`config.mk`:
```
export PLATFORM = sky130hd
export DESIGN_NAME = sac_sequencer
export DESIGN_NICKNAME = d
export VERILOG_FILES = /design/src/verilog/sac_sequencer.v
export VERILOG_INCLUDE_DIRS = /design/src /design/src/verilog
export SDC_FILE = /design/constraint.sdc
export NUM_CORES = 1
export LEC_CHECK = 0
export ABC_AREA = 1
export BUFFER_PORTS_ARGS = -buffer_cell sky130_fd_sc_hd__buf_2
export CORE_MARGIN = 5
export CORE_UTILIZATION = 45
export CTS_BUF_LIST = sky130_fd_sc_hd__clkbuf_8
export DETAILED_ROUTE_END_ITERATION = 12
export PLACE_DENSITY_LB_ADDON = 0.15
export RECOVER_POWER = 25
export SYNTH_ARGS = -nofsm -noshare
export SYNTH_HDL_FRONTEND = slang
export SYNTH_SLANG_ARGS = --single-unit
export TNS_END_PERCENT = 100
```
`constraint.sdc`:
```
create_clock -name core_clk_i -period 2.6 [get_ports core_clk_i]
set_clock_uncertainty 0.1 [all_clocks]
set_input_delay 0.13 -clock core_clk_i [delete_from_list [all_inputs] [get_ports core_clk_i]]
set_output_delay 0.13 -clock core_clk_i [all_outputs]
set_load 0.1 [all_outputs]
```
`src/verilog/sac_map.vh`:
```
// Control byte layout, mode codes and timing constants of the sequencer
`ifndef SAC_MAP_VH
`define SAC_MAP_VH

// Control byte fields
`define SAC_CB_PWR_HI    7
`define SAC_CB_PWR_LO    6
`define SAC_CB_ACQ       5
`define SAC_CB_PAIR      4
`define SAC_CB_POL       3
`define SAC_CB_CH_HI     2
`define SAC_CB_CH_LO     0
`define SAC_CB_RESET     8'hc0

// Power and clock select codes
`define SAC_PWR_FULL_PD  2'b00
`define SAC_PWR_STANDBY  2'b01
`define SAC_PWR_INT_CLK  2'b10
`define SAC_PWR_EXT_CLK  2'b11

// Conversion and acquisition lengths in conversion-clock cycles
`define SAC_CONV_CYCLES  4'hd
`define SAC_ACQ_EDGES    3'h4
`define SAC_SAR_FIRST    4'h1
`define SAC_SAR_LAST     4'ha
`define SAC_RES_MSB      9
`define SAC_SYNC_FILL    2'h3
`define SAC_TICK_RESTART 7'h01

// Timing: core clock period and internal-clock figures in ns
`define SAC_CLK_PERIOD_NS 10
`define SAC_INT_ACQ_NS    1000
`define SAC_INT_CONV_NS   3600
// Longest times round down to whole core cycles
`define SAC_INT_ACQ_CYC  ((`SAC_INT_ACQ_NS) / (`SAC_CLK_PERIOD_NS))
`define SAC_INT_TICK_CYC ((`SAC_INT_CONV_NS) / (13 * `SAC_CLK_PERIOD_NS))

`endif

```
`src/verilog/sac_sequencer.v`:
```
// Control byte port, track/hold timing and SAR conversion sequencer
`timescale 1ns/100ps
`include "sac_map.vh"

// Overview of operation
// - Every store strobe rising edge, except the one ending external acquisition, puts the sample stage into tracking.
// - External acquisition: hold begins at the next store strobe rising edge.
// - Internal acquisition: hold at fourth falling conversion-clock edge after write.
// - Internal clock with internal acquisition: hold about 1 us after write.
// - Single-ended: negative node to common return, positive to selected channel.
// - Pseudo-differential: negative node to the paired channel of the address.
// - Host write picks channel and polarity; starts acquisition or acquire plus convert.
// - Each conversion lasts 13 conversion-clock falling edges; 13 whole cycles with the internal clock or with internal acquisition.
// - A write during conversion abandons it and starts a new acquisition.
// - Acquisition bit clear: timed acquisition, then conversion starts by itself.
// - External acquisition: write with bit set, then bit clear starts conversion.
// - Power bits may change on the second write without disturbing conversion.
// - Done flag goes low when the conversion result is ready.
// - Done flag returns high on the first read or on any new write.
// - Bits 7:6 codes 00/01 are full and standby power-down, clock unchanged.
// - Code 10 normal with internal clock, code 11 normal with external clock.
// - Bit 5 selects internal acquisition at 0, external at 1.
// - Bit 4 selects pseudo-differential at 0, single-ended at 1.
// - Bit 3 selects bipolar at 0, unipolar at 1.
// - Bits 2:0 are the channel address of the input or input pair.
// - Chip select high ignores strobes and clock, releases data and done pins.
// - Read gives bits 7:0, or 9:8 with zero or sign fill above.
// - Result straight binary when unipolar, two's complement when bipolar.
// - After reset the external conversion clock is selected.
module sac_sequencer (
  input  wire       core_clk_i,
  input  wire       reset_n_i,
  input  wire       cs_n_i,
  input  wire       wr_n_i,
  input  wire       rd_n_i,
  input  wire       upper_byte_select_i,
  input  wire       conv_clk_i,
  input  wire [7:0] parallel_data_pins_i,
  input  wire       comparator_i,
  output wire [7:0] parallel_data_pins_o,
  output wire       parallel_data_oe_n_o,
  output wire       done_n_o,
  output wire       done_oe_n_o,
  output wire       hold_capacitor_hold_o,
  output wire       hold_capacitor_convert_o,
  output wire [2:0] pos_channel_o,
  output wire [2:0] neg_channel_o,
  output wire       neg_to_common_o,
  output wire       polarity_select_o,
  output wire [9:0] dac_code_o,
  output wire       full_power_down_o,
  output wire       standby_o,
  output wire       internal_clock_o
);

  localparam [1:0] ST_IDLE    = 2'b00;
  localparam [1:0] ST_ACQ_EXT = 2'b01;
  localparam [1:0] ST_ACQ_INT = 2'b10;
  localparam [1:0] ST_CONV    = 2'b11;

  localparam integer ACQ_CYC_I  = `SAC_INT_ACQ_CYC;
  localparam integer TICK_CYC_I = `SAC_INT_TICK_CYC;
  localparam [6:0]   ACQ_CYC    = ACQ_CYC_I[6:0];
  localparam [6:0]   TICK_CYC   = TICK_CYC_I[6:0];
  localparam         SYNC_W     = 13;

  // Power codes with bit 7 set are the normal-operation codes
  function is_normal;
    input [1:0] code;
    begin
      is_normal = code[1];
    end
  endfunction

  // Falling-edge decode shared by the fetch strobe and the external clock
  function fell_edge;
    input prev;
    input cur;
    begin
      fell_edge = prev & ~cur;
    end
  endfunction

  function is_idle;
    input [1:0] st;
    begin
      is_idle = (st == ST_IDLE);
    end
  endfunction

  // Pin synchronisers: every asynchronous pin passes two flip-flops
  wire [SYNC_W-1:0] pins_raw;
  reg  [SYNC_W-1:0] sync_meta_r;
  reg  [SYNC_W-1:0] sync_r;
  reg  [SYNC_W-1:0] sync_prev_r;

  assign pins_raw = {cs_n_i, wr_n_i, rd_n_i, upper_byte_select_i,
                     conv_clk_i, parallel_data_pins_i};

  always @(posedge core_clk_i) begin
    if (!reset_n_i) begin
      sync_meta_r <= {SYNC_W{1'b1}};
      sync_r      <= {SYNC_W{1'b1}};
      sync_prev_r <= {SYNC_W{1'b1}};
    end else begin
      sync_meta_r <= pins_raw;
      sync_r      <= sync_meta_r;
      sync_prev_r <= sync_r;
    end
  end

  wire       cs_n_s    = sync_r[12];
  wire       wr_n_s    = sync_r[11];
  wire       rd_n_s    = sync_r[10];
  wire       ubs_s     = sync_r[9];
  wire       cclk_s    = sync_r[8];
  wire [7:0] data_s    = sync_r[7:0];
  wire       wr_n_prev = sync_prev_r[11];
  wire       rd_n_prev = sync_prev_r[10];
  wire       cclk_prev = sync_prev_r[8];

  // Sync chain resets high; pin edges count only once real samples fill it
  reg  [1:0] fill_cnt_r;
  wire       sync_full = (fill_cnt_r == `SAC_SYNC_FILL);

  always @(posedge core_clk_i) begin
    if (!reset_n_i) begin
      fill_cnt_r <= 2'h0;
    end else if (!sync_full) begin
      fill_cnt_r <= fill_cnt_r + 2'h1;
    end
  end

  // Strobes only count while chip select is low
  wire pins_live = ~cs_n_s & sync_full;
  wire write_evt = pins_live & ~wr_n_prev & wr_n_s;
  wire read_evt  = pins_live & fell_edge(rd_n_prev, rd_n_s);
  wire ext_fall  = pins_live & fell_edge(cclk_prev, cclk_s);

  // Registers
  reg [7:0] ctrl_r;
  reg [7:0] ctrl_nxt;
  reg       int_clk_r;
  reg       int_clk_nxt;
  reg [1:0] state_r;
  reg [1:0] state_nxt;
  reg [6:0] acq_cnt_r;
  reg [6:0] acq_cnt_nxt;
  reg [3:0] step_r;
  reg [3:0] step_nxt;
  reg [9:0] sar_r;
  reg [9:0] sar_nxt;
  reg [9:0] trial_r;
  reg [9:0] trial_nxt;
  reg [9:0] result_r;
  reg [9:0] result_nxt;
  reg       done_n_r;
  reg       done_n_nxt;
  reg [6:0] div_cnt_r;
  reg       int_tick_r;
  reg [7:0] dout_r;

  // Internal conversion clock restarts with each conversion, so its first
  // cycle is whole and the conversion takes exactly 13 ticks
  wire conv_start = (state_nxt == ST_CONV) && (state_r != ST_CONV);

  always @(posedge core_clk_i) begin
    if (!reset_n_i) begin
      div_cnt_r  <= 7'h00;
      int_tick_r <= 1'b0;
    end else if (conv_start) begin
      div_cnt_r  <= `SAC_TICK_RESTART;
      int_tick_r <= 1'b0;
    end else if (div_cnt_r == TICK_CYC - 7'h01) begin
      div_cnt_r  <= 7'h00;
      int_tick_r <= 1'b1;
    end else begin
      div_cnt_r  <= div_cnt_r + 7'h01;
      int_tick_r <= 1'b0;
    end
  end

  wire conv_tick = int_clk_r ? int_tick_r : ext_fall;

  wire [1:0] pwr_code  = ctrl_r[`SAC_CB_PWR_HI:`SAC_CB_PWR_LO];
  wire       uni_mode  = ctrl_r[`SAC_CB_POL];
  wire [1:0] new_pwr   = data_s[`SAC_CB_PWR_HI:`SAC_CB_PWR_LO];
  wire       new_acq   = data_s[`SAC_CB_ACQ];

  // Bipolar SAR code is offset binary; flipping the MSB gives 2's complement
  wire [9:0] fmt_res   = uni_mode ? sar_r :
                         {~sar_r[`SAC_RES_MSB], sar_r[8:0]};

  always @* begin
    ctrl_nxt    = ctrl_r;
    int_clk_nxt = int_clk_r;
    state_nxt   = state_r;
    acq_cnt_nxt = acq_cnt_r;
    step_nxt    = step_r;
    sar_nxt     = sar_r;
    trial_nxt   = trial_r;
    result_nxt  = result_r;
    done_n_nxt  = done_n_r;

    if (read_evt) begin
      done_n_nxt = 1'b1;
    end

    if (write_evt) begin
      ctrl_nxt   = data_s;
      done_n_nxt = 1'b1;
      // Power-down codes keep the last clock choice
      if (is_normal(new_pwr)) begin
        int_clk_nxt = (new_pwr == `SAC_PWR_INT_CLK);
      end
      acq_cnt_nxt = 7'h00;
      if (state_r == ST_ACQ_EXT && !new_acq) begin
        // Second write ends tracking; only the power bits are expected to move
        state_nxt = ST_CONV;
        step_nxt  = 4'h0;
        sar_nxt   = 10'h000;
        trial_nxt = 10'h200;
      end else if (new_acq) begin
        state_nxt = ST_ACQ_EXT;
      end else begin
        state_nxt = ST_ACQ_INT;
      end
    end else begin
      case (state_r)
        ST_IDLE: begin
          state_nxt = ST_IDLE;
        end
        ST_ACQ_EXT: begin
          state_nxt = ST_ACQ_EXT;
        end
        ST_ACQ_INT: begin
          // Internal clock runs on core time, external on pin edges
          if (int_clk_r) begin
            if (acq_cnt_r == ACQ_CYC - 7'h01) begin
              state_nxt = ST_CONV;
            end else begin
              acq_cnt_nxt = acq_cnt_r + 7'h01;
            end
          end else if (ext_fall) begin
            if (acq_cnt_r == {4'h0, `SAC_ACQ_EDGES} - 7'h01) begin
              state_nxt = ST_CONV;
            end else begin
              acq_cnt_nxt = acq_cnt_r + 7'h01;
            end
          end
          if (state_nxt == ST_CONV) begin
            step_nxt  = 4'h0;
            sar_nxt   = 10'h000;
            trial_nxt = 10'h200;
          end
        end
        ST_CONV: begin
          if (conv_tick) begin
            step_nxt = step_r + 4'h1;
            // Steps 1..10 resolve one bit each, MSB first
            if (step_nxt >= `SAC_SAR_FIRST && step_nxt <= `SAC_SAR_LAST) begin
              if (comparator_i) begin
                sar_nxt = sar_r | trial_r;
              end
              trial_nxt = trial_r >> 1;
            end
            if (step_nxt == `SAC_CONV_CYCLES) begin
              state_nxt  = ST_IDLE;
              result_nxt = fmt_res;
              done_n_nxt = 1'b0;
            end
          end
        end
        default: begin
          state_nxt = ST_IDLE;
        end
      endcase
    end
  end

  always @(posedge core_clk_i) begin
    if (!reset_n_i) begin
      ctrl_r    <= `SAC_CB_RESET;
      int_clk_r <= 1'b0;
      state_r   <= ST_IDLE;
      acq_cnt_r <= 7'h00;
      step_r    <= 4'h0;
      sar_r     <= 10'h000;
      trial_r   <= 10'h000;
      result_r  <= 10'h000;
      done_n_r  <= 1'b1;
    end else begin
      ctrl_r    <= ctrl_nxt;
      int_clk_r <= int_clk_nxt;
      state_r   <= state_nxt;
      acq_cnt_r <= acq_cnt_nxt;
      step_r    <= step_nxt;
      sar_r     <= sar_nxt;
      trial_r   <= trial_nxt;
      result_r  <= result_nxt;
      done_n_r  <= done_n_nxt;
    end
  end

  // Read data is registered; byte select is sampled each cycle
  always @(posedge core_clk_i) begin
    if (!reset_n_i) begin
      dout_r <= 8'h00;
    end else if (ubs_s) begin
      dout_r <= {{6{~uni_mode & result_r[`SAC_RES_MSB]}},
                 result_r[9:8]};
    end else begin
      dout_r <= result_r[7:0];
    end
  end

  assign parallel_data_pins_o  = dout_r;
  assign parallel_data_oe_n_o  = cs_n_s | rd_n_s;
  assign done_n_o              = done_n_r;
  assign done_oe_n_o           = cs_n_s;

  // Sample stage tracks only between a write and the hold point
  assign hold_capacitor_hold_o    = (state_r != ST_ACQ_EXT) &&
                                    (state_r != ST_ACQ_INT);
  assign hold_capacitor_convert_o = (state_r == ST_CONV);

  // Input pairing: pair partner differs in the address LSB
  assign pos_channel_o   = ctrl_r[`SAC_CB_CH_HI:`SAC_CB_CH_LO];
  assign neg_channel_o   = ctrl_r[`SAC_CB_CH_HI:`SAC_CB_CH_LO] ^
                           3'h1;
  assign neg_to_common_o = ctrl_r[`SAC_CB_PAIR];
  assign polarity_select_o = uni_mode;
  assign dac_code_o      = sar_r | trial_r;

  // Power-down takes effect only once no acquisition or conversion runs
  assign full_power_down_o = is_idle(state_r) &&
                             (pwr_code == `SAC_PWR_FULL_PD);
  assign standby_o         = is_idle(state_r) &&
                             (pwr_code == `SAC_PWR_STANDBY);
  assign internal_clock_o  = int_clk_r;

endmodule

```
======== Word level (Yosys, flattened, before mapping) ========
Cells that the tools add are included.
operators by class
  add/sub/neg operators ................... 4
  $lt $le $gt $ge ......................... 2
  equal/unequal tests ..................... 22
  bitwise gates (word level) .............. 19
  reduce and logical (&&, ||, !) cells .... 20
  muxes and demuxes ....................... 44
operators with widths
  cell                                                  count
  2-to-1 mux 10 bit                                     12
  one-hot mux 10 bit (2 select lines)                   2
  2-to-1 mux 7 bit                                      4
  2-to-1 mux 2 bit                                      11
  2-to-1 mux 4 bit                                      4
  adder 7 x 1 -> 7 bit (second input constant)          2
  equality test 2 bit (second input constant)           6
  AND reduction 4 bit                                   3
  bitwise OR 10 bit                                     1
  inverter 1 bit                                        9
  bitwise AND 1 bit                                     8
  2-to-1 mux 1 bit                                      8
  2-to-1 mux 8 bit                                      1
  != test 2 bit (second input constant)                 4
  one-hot mux 2 bit (4 select lines)                    1
  one-hot mux 4 bit (2 select lines)                    1
  equality test 7 x 2 -> 1 bit (second input constant)  1
  equality test 7 x 5 -> 1 bit (second input constant)  1
  equality test 7 bit (second input constant)           1
  logical AND 1 bit                                     6
  != test 3 x 1 -> 1 bit (second input constant)        2
  AND reduction 6 bit                                   1
  AND reduction 5 bit                                   1
  adder 4 x 1 -> 4 bit (second input constant)          1
  16 further kinds                                      20
word-level totals
  output and inout port bits .............. 34
  bits in registers ....................... 109
  logic and storage cells ................. 128
  bits of input ports ..................... 16

======== Logic depth before layout (Yosys ltp) ========
Gate-level depths: netlist of the first run.
  depth in word-level cells ............... 12
  mapped depth ............................ 16
  gate-level depth less buffers ........... 15

======== Worst setup path after synthesis of the first run ========
OpenSTA, ideal clock, no wires.
  path kind ............................... register to output
  from .................................... register state_r[1]
  to ...................................... output port full_power_down_o
  buffers on the path ..................... 0
  required time ........................... 2.370 ns
  data arrival time ....................... 2.791 ns
  setup slack ............................. -0.421 ns
  stages on the path, launching flop included .. 4
  path through ............................ dfxtp_1 inv_1 ha_1 nor3b_1
between the ends
  word-level cells in the longest chain between the ends .. 2
ends and longest elaborated chain
  element                   RTL line             text
  start: declaration        sac_sequencer.v:145  reg [1:0] state_r;
  start signal: assignment  sac_sequencer.v:295  state_r <= state_nxt;
  zero test 2 bit           sac_sequencer.v:87   is_idle = (st == ST_IDLE);
  logical AND 1 bit         sac_sequencer.v:336  assign full_power_down_o = is_idle(state_r) &&
  end: declaration          sac_sequencer.v:51   output wire full_power_down_o,
No other way between the ends.

======== Worst setup path in the final report of the first run ========
  from .................................... register fill_cnt_r[0]
  to ...................................... register sar_r[7]
between the ends
  word-level cells in the longest chain between the ends .. 10
  elaborated cells on any way between the ends .. 19
  those cells by class .................... eq/ne: 7; mux: 6; bitwise: 4; reduce/logical: 2
ends and longest elaborated chain
  element                          RTL line             text
  start: declaration               sac_sequencer.v:123  reg [1:0] fill_cnt_r;
  start signal: assignment         sac_sequencer.v:130  fill_cnt_r <= fill_cnt_r + 2'h1;
  equality test 2 bit (no line) *  -
  bitwise AND 1 bit *              sac_sequencer.v:135  wire pins_live = ~cs_n_s & sync_full;
  bitwise AND 1 bit                sac_sequencer.v:138  wire ext_fall = pins_live & fell_edge(cclk_prev, cclk_s);
  2-to-1 mux 2 bit                 sac_sequencer.v:244  end else if (ext_fall) begin
  2-to-1 mux 2 bit                 sac_sequencer.v:238  if (int_clk_r) begin
  2-to-1 mux 2 bit                 sac_sequencer.v:229  case (state_r)
  2-to-1 mux 2 bit                 sac_sequencer.v:209  if (write_evt) begin
  equality test 2 bit              sac_sequencer.v:251  if (state_nxt == ST_CONV) begin
  != test 3 bit (no line)          -
  AND reduction 6 bit (no line)    -
  end signal: assignment           sac_sequencer.v:298  sar_r <= sar_nxt;
  end: declaration                 sac_sequencer.v:151  reg [9:0] sar_r;
Every way passes the cells marked *; elsewhere a longest branch is shown, timed or not. The select of a mux whose other input is x is not followed.
A chain may end at the register's enable or synchronous reset.

==> flow_summary.json, run 1 <==
{
  "setup_viol": 0,
  "yosys-top-cells-count": "108 x nand2_1, 99 x dfxtp_1, 92 x nor2_1",
  "initial_core_util_pct": 46.6,
  "slew_headroom_pct": 36.4,
  "critical_path_depth": 15,
  "synth_area_per_cell_um2": 7.56,
  "fin_util_pct": 54.2,
  "synth_cells": 543,
  "switchingPower_mw": 0.637,
  "vias_per_cell": 4.62,
  "critical_path.max_stage_delay_ns": 0.36,
  "report.final.slew_viol_count": 0,
  "grt_max_degree": 36,
  "root_buffer": "clkbuf_8",
  "leakage_nw": 2.14,
  "fmax_mhz": 452,
  "synthFlopType": "dfxtp_1",
  "netlist_area_mm2": 0.00411,
  "grt_pass1_wl_um": 14300,
  "status": "complete, no violations",
  "p_comb_share_pct": 4.0,
  "power_density_mw_per_mm2": 571,
  "maxCapViolations": 0,
  "place.gp.congestion": 0.794,
  "ir_worst_vdd_mv": 0.282,
  "antenna_found_initial": 0,
  "critical_path_class": "reg2reg",
  "io_pins": 50,
  "crit_path_end_kind": "flop",
  "ant_nets": 0,
  "path_cells": "ha_1 -> inv_1 -> nor2_4 -> nand2_2 -> nor2_4 -> inv_2 -> nand2_4 -> buf_4 -> nor2_1 -> nor2_1 -> nand4_1 -> buf_4 -> nand2_1 -> nand2_1 -> nor2_1",
  "grtUsageTotal_pct": 15.5,
  "clk_pin_slew_ns": 0.10,
  "synth_warnings": 0,
  "hold_slack_ns": 0.0994,
  "fp.dieH_um": 106,
  "hp-class": "in2reg",
  "worstMarginPinSlew_ns": 0.954,
  "vias": 3298,
  "p_total_mw": 2.72,
  "yosys-top-cells-area": "dfxtp_1 48%, nand2_1 9.9%, nor2_1 8.4%",
  "yosysSeqAreaShare_pct": 48.3,
  "io_buffers": 49,
  "die_w_um": 106,
  "hold_violations": 0,
  "cts-resized-gates": 0,
  "dpl.hpwl_um": 5610,
  "synth.largest_area_cell": "dfxtp_1",
  "syn2layout_area_growth_pct": 16.2,
  "rsz0062_at_grt": "false",
  "yosysMostFrequentCell": "nand2_1",
  "fin_cells": 714,
  "post-route-period-util_pct": 85.0,
  "post_cts_buffers": 0,
  "wl_per_cell_um": 11.4,
  "numCtsBuffers": 9,
  "ys_ff_latch": 99,
  "r2r_setup_slack_ns": 0.39,
  "power_frac_seq_pct": 57.3,
  "internal_power_mw": 2.09,
  "cts_tree": "yes",
  "worstPathRequired_ns": 2.80,
  "rr_worst_depth": 15,
  "cts_hold_buf": 13,
  "insertion_delay_ns": 0.36,
  "first_global_vias": 3032,
  "path_delay_family": "simple AND/OR/NAND/NOR gates",
  "wirelength_um": 8140,
  "place_inst": 685,
  "fin_setup_tns_ns": 0,
  "synth_cell_types": 29,
  "drtIter0Drc": 157,
  "cts-htree-levels": 3,
  "final_nets": 628,
  "clock_path_buffers": 2,
  "fin_crit_ns": 2.21,
  "start_kind": "flop",
  "swShare_pct": 23.4,
  "core_region_area_mm2": 0.00881,
  "synth_edf_count": 0,
  "arrival_ns": 2.41,
  "worstPathMaxFanout": 22,
  "synthesis.nets": 570,
  "crit_path_top_delay_cell": "dfxtp_1",
  "crit_buf_inv": 4,
  "yosys.area.top_type_share_pct": 48.3,
  "fp-row-count": 34,
  "dr.pass1.iters": 4,
  "crit_top_cell": "nor2_1",
  "drc": 0,
  "antenna_cells": 0,
  "synth-async-reset-ratio_pct": 0,
  "clock_power_share_pct": 38.7,
  "dieArea_mm2": 0.0111,
  "clock-sinks": 99,
  "grt.overflow.total": 0,
  "hold_depth": 3,
  "drive_above_1_share_pct": 18.8
}
registers in the layout (all words and copies together), names as in the netlist, 7 cells and up:
register	count
result_r	10
sar_r	10
sync_meta_r	13
div_cnt_r	7
sync_r	13
ctrl_r	7
trial_r	10
parallel_data_pins_o	8
acq_cnt_r	7
routing by layer:
layer,global-route usage (%),wire [um]
met1,21.6,4070
met3,3.55,413
met4,5.27,16
met2,23.9,3640
met5,0,0
power by group through the flow:
stage	registers [mW]	clock network, mW	logic, mW
after floorplan	1.60	0	0.0623
after global placement	1.59	0	0.0954
after detailed placement	1.59	0	0.0985
after CTS	1.56	1.09	0.113
after global routing	1.56	1.15	0.125
final	1.56	1.05	0.110
cells by family after synthesis:
kind of cell / count (synthesis) / share of synthesized area, %
AO/OA/AOI/OAI: 75 / 9.27
buffers and inverters: 86 / 8.47
XOR/XNOR: 6 / 1.28
AND/OR/NAND/NOR: 266 / 29.4
flip-flops: 99 / 48.3
adder cells (fa/ha/maj): 11 / 3.35
cell type report:
type	instances	area, um^2
Fill cell	847	4030
Sequential cell	99	1980
Multi-Input combinational cell	358	1780
Timing Repair Buffer	68	415
Inverter	65	244
Clock buffer	10	138
Tap cell	108	135
Clock inverter	6	77.6
worst reg2reg max path, stage by stage, from the launching register on:
cell	delay, ns
dfxtp_1	0.36
ha_1	0.17
inv_1	0.09
nor2_4	0.13
nand2_2	0.07
nor2_4	0.09
inv_2	0.12
nand2_4	0.09
buf_4	0.24
nor2_1	0.07
nor2_1	0.10
nand4_1	0.08
buf_4	0.23
nand2_1	0.08
nand2_1	0.04
nor2_1	0.09
cells in the final DEF (no fill, tap or decap), types with 2 or more instances in the layout:
master,count
clkbuf_8,10
inv_6,2
nor2_4,4
nand3_2,2
inv_8,2
clkbuf_1,2
buf_4,5
nand2_1,108
xnor2_1,3
dfxtp_1,99
nand4_1,5
inv_1,61
nand2_2,2
dlygate4sd3_1,13
buf_2,48
or2_2,29
xor2_1,3
inv_2,3
nand3_1,13
a21oi_1,54
ha_1,11
o21ai_0,18
nor2_1,92
nor3_1,6
final timing paths:
path / startpoint / endpoint
hold / removal: reset_n_i / sync_prev_r[10]
setup reg to reg: fill_cnt_r[0] / sar_r[7]
hold reg to reg: sync_meta_r[6] / sync_r[6]
setup / recovery: fill_cnt_r[0] / sar_r[7]
per-stage QoR:
stage	cell area, um^2	setup WS, ns
2_1_floorplan	4110	0.131
3_3_place_gp	4430	0.515
3_5_place_dp	4430	0.439
4_1_cts	4780	0.407
5_1_grt	4770	0.176
6_report	4770	0.389
Power figures use the tool's default switching activity.
==> inputs of run 2 (changes only) <==
clock period = 2.8 ns   (was 2.6 ns; I/O delays follow)
==> run 2 against run 1 <==
Critical path depth rose by 1. Via count grew 1.1%. Sequential power down 7%. Wire length fell by 0.69%. Clock-buffer cell count is 1 lower. Setup slack got worse by 0.043 ns. Cell count fell by 0.14%. Clock power barely moved. Critical path type unchanged. Largest power group unchanged.
==> flow_summary.json, run 2 (synthesis results as in run 1) <==
{
  "wl_per_cell_um": 11.3,
  "mostFrequentLayoutCells": "108 x nand2_1, 99 x dfxtp_1, 92 x nor2_1",
  "grt_pass1_wl_um": 14300,
  "grtUsageTotal_pct": 15.4,
  "post-route-period-util_pct": 87.7,
  "switchingPower_mw": 0.599,
  "drc": 0,
  "start_kind": "flop",
  "leakage_nw": 2.09,
  "worstPathRequired_ns": 3.00,
  "hold_violations": 0,
  "swShare_pct": 23.0,
  "worstMarginPinSlew_ns": 1.26,
  "worstPathMaxFanout": 24,
  "power_frac_seq_pct": 55.5,
  "top_usage_layer": "met2",
  "initial_core_util_pct": 46.6,
  "maxCapViolations": 0,
  "rr_worst_depth": 16,
  "antenna_found_initial": 0,
  "syn2layout_area_growth_pct": 16.4,
  "crit_top_cell": "nor2_4",
  "drtIter0Drc": 89,
  "fin_cells": 713,
  "ant_nets": 0,
  "setup_viol": 0,
  "reg2reg_from": "fill_cnt_r[0]",
  "clock_path_buffers": 2,
  "place_inst": 681,
  "path_cells": "ha_1 -> inv_1 -> nor2_4 -> nand2_2 -> nor2_4 -> inv_2 -> nand2_4 -> inv_2 -> nand2_2 -> nor2_4 -> nor2_1 -> nand4_1 -> buf_4 -> nand2_1 -> nand2_1 -> nor2_1",
  "min_to": "sar_r[1]",
  "timing.rr.end": "sar_r[2]",
  "wirelength_um": 8080,
  "fin_crit_ns": 2.45,
  "clk_pin_slew_ns": 0.10,
  "vias_per_cell": 4.68,
  "grtUsageMet3_pct": 3.00,
  "critical_path_class": "reg2reg",
  "grt.overflow.total": 0,
  "ir_worst_vdd_mv": 0.282,
  "p_comb_share_pct": 3.8,
  "first_global_vias": 3158,
  "arrival_ns": 2.65,
  "slew_headroom_pct": 16.1,
  "insertion_delay_ns": 0.36,
  "use_met1_pct": 21.3,
  "final_common_cell": "nand2_1",
  "clock_power_share_pct": 40.6,
  "numCtsBuffers": 9,
  "vias": 3335,
  "antenna_cells": 0,
  "internal_power_mw": 2.01,
  "clock-sinks": 99,
  "place.gp.congestion": 0.849,
  "fin_setup_tns_ns": 0,
  "status": "complete, no violations",
  "fp.dieH_um": 106,
  "io_pins": 50,
  "cts_tree": "yes",
  "crit_path_end_kind": "flop",
  "crit_path_top_delay_cell": "dfxtp_1",
  "dr.pass1.iters": 4,
  "cts-htree-levels": 3,
  "hold_depth": 6,
  "fmax_mhz": 407,
  "hp-start": "comparator_i",
  "report.final.slew_viol_count": 0,
  "power_density_mw_per_mm2": 546,
  "rsz0062_at_grt": "false",
  "critical_path.max_stage_delay_ns": 0.36,
  "r2r_setup_slack_ns": 0.35,
  "dieArea_mm2": 0.0111,
  "dpl.hpwl_um": 5590,
  "grt_max_degree": 49,
  "io_buffers": 49,
  "die_w_um": 106,
  "fp-row-count": 34,
  "hp-class": "in2reg",
  "final_nets": 627,
  "drive_above_1_share_pct": 16.0,
  "met2_usage_pct": 23.6,
  "core_region_area_mm2": 0.00881,
  "reg.largest.list": "sync_meta_r (13), sync_r (13)",
  "root_buffer": "clkbuf_8"
}
[run 2: cell types whose count changed in the layout (fill, tap and decap cells not counted)]
cell	delta
buf_2	-16
buf_4	-1
bufinv_16	+1
clkbuf_1	+15
clkbuf_8	-1
clkinv_4	+1
clkinv_8	+2
clkinvlp_4	-1
inv_6	-1
inv_8	-1
nand4_1	+1
[run 2: what timing repair did]
| item | 4_1_cts | 5_1_grt |
|---|---|---|
| setup buffers | 0 | 2 |
| hold buffers | 13 | 0 |
| endpoints found under the setup margin | 0 | 10 |
| hold endpoints to repair | 13 | 0 |
| resized for setup | 0 | 0 |
[run 2: final cells by class]
| cell class | instances | area [um^2] |
|---|---|---|
| inverter | 65 | 244 |
| sequential | 99 | 1980 |
| multi-input combinational | 359 | 1790 |
| fill | 856 | 4030 |
| timing repair buffer | 66 | 384 |
| clock buffer | 9 | 124 |
| tap | 108 | 135 |
| clock inverter | 7 | 121 |
[run 2: critical path: cells and delay by family (launching register included)]
family	cells	cell delay, ns
and+or+nand+nor	11	1.22
adders and majority gates	1	0.17
DFF	1	0.36
buffers and inverters	4	0.54
[run 2: metal layers]
metal | wire (um) | part of all wire, %
met5 | 0 | 0
met4 | 148 | 1.8
met3 | 304 | 3.8
met2 | 3500 | 43
met1 | 4130 | 51
[run 2: how the worst max path moves through the flow]
| stage | startpoint | end | slack [ns] |
|---|---|---|---|
| 3_5_place_dp | fill_cnt_r[0] | sar_r[6] | 0.07 |
| 2_1_floorplan | state_r[1] | sar_r[4] | 0.33 |
| 4_1_cts | fill_cnt_r[0] | sar_r[6] | 0.03 |
| 3_3_place_gp | fill_cnt_r[0] | sar_r[4] | 0.20 |
| 6_report | fill_cnt_r[0] | sar_r[2] | 0.35 |
| 5_1_grt | fill_cnt_r[0] | sar_r[2] | 0.06 |
[run 2: power groups by stage]
stage / logic [mW] / registers, mW / clock network (mW)
6_report: 0.100 / 1.45 / 1.06
5_1_grt: 0.113 / 1.45 / 1.15
4_1_cts: 0.102 / 1.45 / 1.09
3_5_place_dp: 0.0883 / 1.48 / 0
3_3_place_gp: 0.0856 / 1.48 / 0
2_1_floorplan: 0.0578 / 1.49 / 0
[run 2: per-stage QoR]
stage / hold slack (ns) / util (%) / instance area [um^2] / power [mW] / worst slack, ns
floorplan: 0.147 / - / 4110 / 1.54 / 0.331
global placement: 0.224 / 50.0 / 4400 / 1.57 / 0.197
detailed placement: 0.228 / 50.0 / 4400 / 1.57 / 0.0716
CTS: 0.0926 / 54.2 / 4780 / 2.64 / 0.0257
global route: 0.278 / 54.2 / 4780 / 2.71 / 0.0628
finish: 0.232 / 54.2 / 4780 / 2.61 / 0.346
==> inputs of run 3 (changes only) <==
ABC_CLOCK_PERIOD_IN_PS = 2800   (was not set)
GPL_TIMING_DRIVEN = 0   (was not set)
==> run 3 against run 2 <==
Worst hold slack worse by 0.13 ns. Clock-buffer cell count unchanged. Critical endpoint unchanged. Sequential cell count unchanged. Register-to-register slack improved by 0.25 ns. Critical path depth fell by 4. Largest cell class unchanged. Combinational power is 7% higher. First-iteration DRC count is 90% higher. Cell count increased by 2.1%. Global-route usage up 0.77 points. Largest power group unchanged. Die area unchanged. Core utilization increased by 0.24 points. Fmax up 11%.
==> flow_summary.json, run 3 (synthesis results as in run 1) <==
{
  "arrival_ns": 2.37,
  "rr_worst_depth": 12,
  "hold_depth": 3,
  "drc": 0,
  "clock-sinks": 99,
  "initial_core_util_pct": 46.6,
  "cts_tree": "yes",
  "fp.dieH_um": 106,
  "clk_pin_slew_ns": 0.10,
  "hold_violations": 0,
  "grt.overflow.total": 0,
  "maxCapViolations": 0,
  "final_nets": 642,
  "crit_path_end_kind": "flop",
  "root_buffer": "clkbuf_8",
  "report.final.slew_viol_count": 0,
  "leakage_nw": 2.15,
  "io_buffers": 48,
  "cts_hold_buf": 13,
  "fp-row-count": 34,
  "critical_path_class": "reg2reg",
  "timing.rr.end": "sar_r[2]",
  "grtUsageTotal_pct": 16.2,
  "drtIter0Drc": 169,
  "dr.pass1.iters": 5,
  "hold_slack_ns": 0.101,
  "cts-htree-levels": 3,
  "slew_headroom_pct": 22.7,
  "drive_above_1_share_pct": 19.0,
  "hp-class": "in2reg",
  "mostFrequentLayoutCells": "108 x nand2_1, 99 x dfxtp_1, 92 x nor2_1",
  "place.gp.congestion": 0.834,
  "setup_viol": 0,
  "first_global_vias": 3178,
  "min_to": "step_r[2]",
  "r2r_setup_slack_ns": 0.59,
  "dieArea_mm2": 0.0111,
  "worstMarginPinSlew_ns": 1.16,
  "ant_nets": 0,
  "swShare_pct": 25.0,
  "start_kind": "flop",
  "status": "complete, no violations",
  "wirelength_um": 8680,
  "clock_power_share_pct": 35.9,
  "ir_worst_vdd_mv": 0.305,
  "vias": 3414,
  "antenna_cells": 0,
  "reg.largest.list": "sync_meta_r (13), sync_r (13)",
  "syn2layout_area_growth_pct": 16.9,
  "die_w_um": 106,
  "insertion_delay_ns": 0.37,
  "wl_per_cell_um": 11.9,
  "cts-resized-gates": 0,
  "power_frac_seq_pct": 59.7,
  "hp-start": "reset_n_i",
  "nFillCells": 839,
  "power_density_mw_per_mm2": 506,
  "rsz0062_at_grt": "false",
  "final_common_cell": "nand2_1",
  "io_pins": 50,
  "grt_max_degree": 19,
  "p_comb_share_pct": 4.4,
  "worstPathMaxFanout": 10,
  "switchingPower_mw": 0.608,
  "fmax_mhz": 453,
  "grt_pass1_wl_um": 14600,
  "post_cts_buffers": 0,
  "dpl.hpwl_um": 6260,
  "fin_crit_ns": 2.21,
  "numCtsBuffers": 9,
  "reg2reg_from": "fill_cnt_r[0]",
  "vias_per_cell": 4.69,
  "fin_setup_tns_ns": 0,
  "clock_path_buffers": 2,
  "worstPathRequired_ns": 2.97,
  "internal_power_mw": 1.82,
  "antenna_found_initial": 0,
  "post-route-period-util_pct": 78.8,
  "core_region_area_mm2": 0.00881
}
run 3: cell types whose count changed in the layout (fill, tap and decap cells not counted), moves of 2 or more:
cell        delta
clkinvlp_4     +2
clkbuf_1       -5
clkinv_8       -2
buf_2         +20
bufinv_16      -2
run 3: area by class of cell:
type,instances,area (um^2),share of cell area (%)
timing repair buffer,61,369,7.69
inverter,65,244,5.08
sequential,99,1980,41.3
clock inverter,7,60.1,1.25
tap,108,135,2.82
multi-input combinational,358,1780,37.1
clock buffer,9,124,2.58
buffer,21,104,2.16
run 3: metrics by stage:
step                instance area [um^2]  instances  util (%)  total power, mW  setup WS, ns
floorplan                           4110        543         -             1.54         0.331
detailed placement                  4490        699      50.9             1.58         0.637
global route                        4800        728      54.5             2.52         0.352
global placement                    4490        699      50.9             1.57         0.687
CTS                                 4800        728      54.5             2.45         0.621
finish                              4800        728      54.5             2.43         0.592
run 3: power groups by stage:
stage	registers, mW	clock network, mW	logic (mW)
4_1_cts	1.45	0.896	0.109
2_1_floorplan	1.49	0	0.0578
5_1_grt	1.45	0.941	0.122
3_3_place_gp	1.48	0	0.0920
3_5_place_dp	1.48	0	0.0950
6_report	1.45	0.871	0.107
run 3: how the worst max path moves through the flow:
| stage | startpoint | end | slack (ns) |
|---|---|---|---|
| after floorplan | state_r[1] | sar_r[4] | 0.33 |
| after global placement | fill_cnt_r[0] | sar_r[5] | 0.69 |
| after detailed placement | fill_cnt_r[0] | sar_r[6] | 0.64 |
| after CTS | fill_cnt_r[0] | sar_r[2] | 0.62 |
| after global routing | fill_cnt_r[0] | sar_r[2] | 0.35 |
| final | fill_cnt_r[0] | sar_r[2] | 0.59 |
run 3: layer usage:
layer  GRT usage (%)  vias to the layer above  wire length, um
met5               0                        -                0
met4            4.63                        0               20
met3            4.40                        4              596
met2            25.8                       66             3990
met1            21.6                     1528             4080
li1                -                     1816                -
run 3: worst max-delay path, cell delays in order, from the launching register on:
cell and delay [ns]:
dfxtp_1 0.37, ha_1 0.17, inv_1 0.11, nor2_4 0.15, nand2_2 0.08, nor2_4 0.11
buf_2 0.23, o21ai_1 0.21, nand4_1 0.16, buf_2 0.23, nand2_1 0.08, nand2_1 0.06
nor2_1 0.04
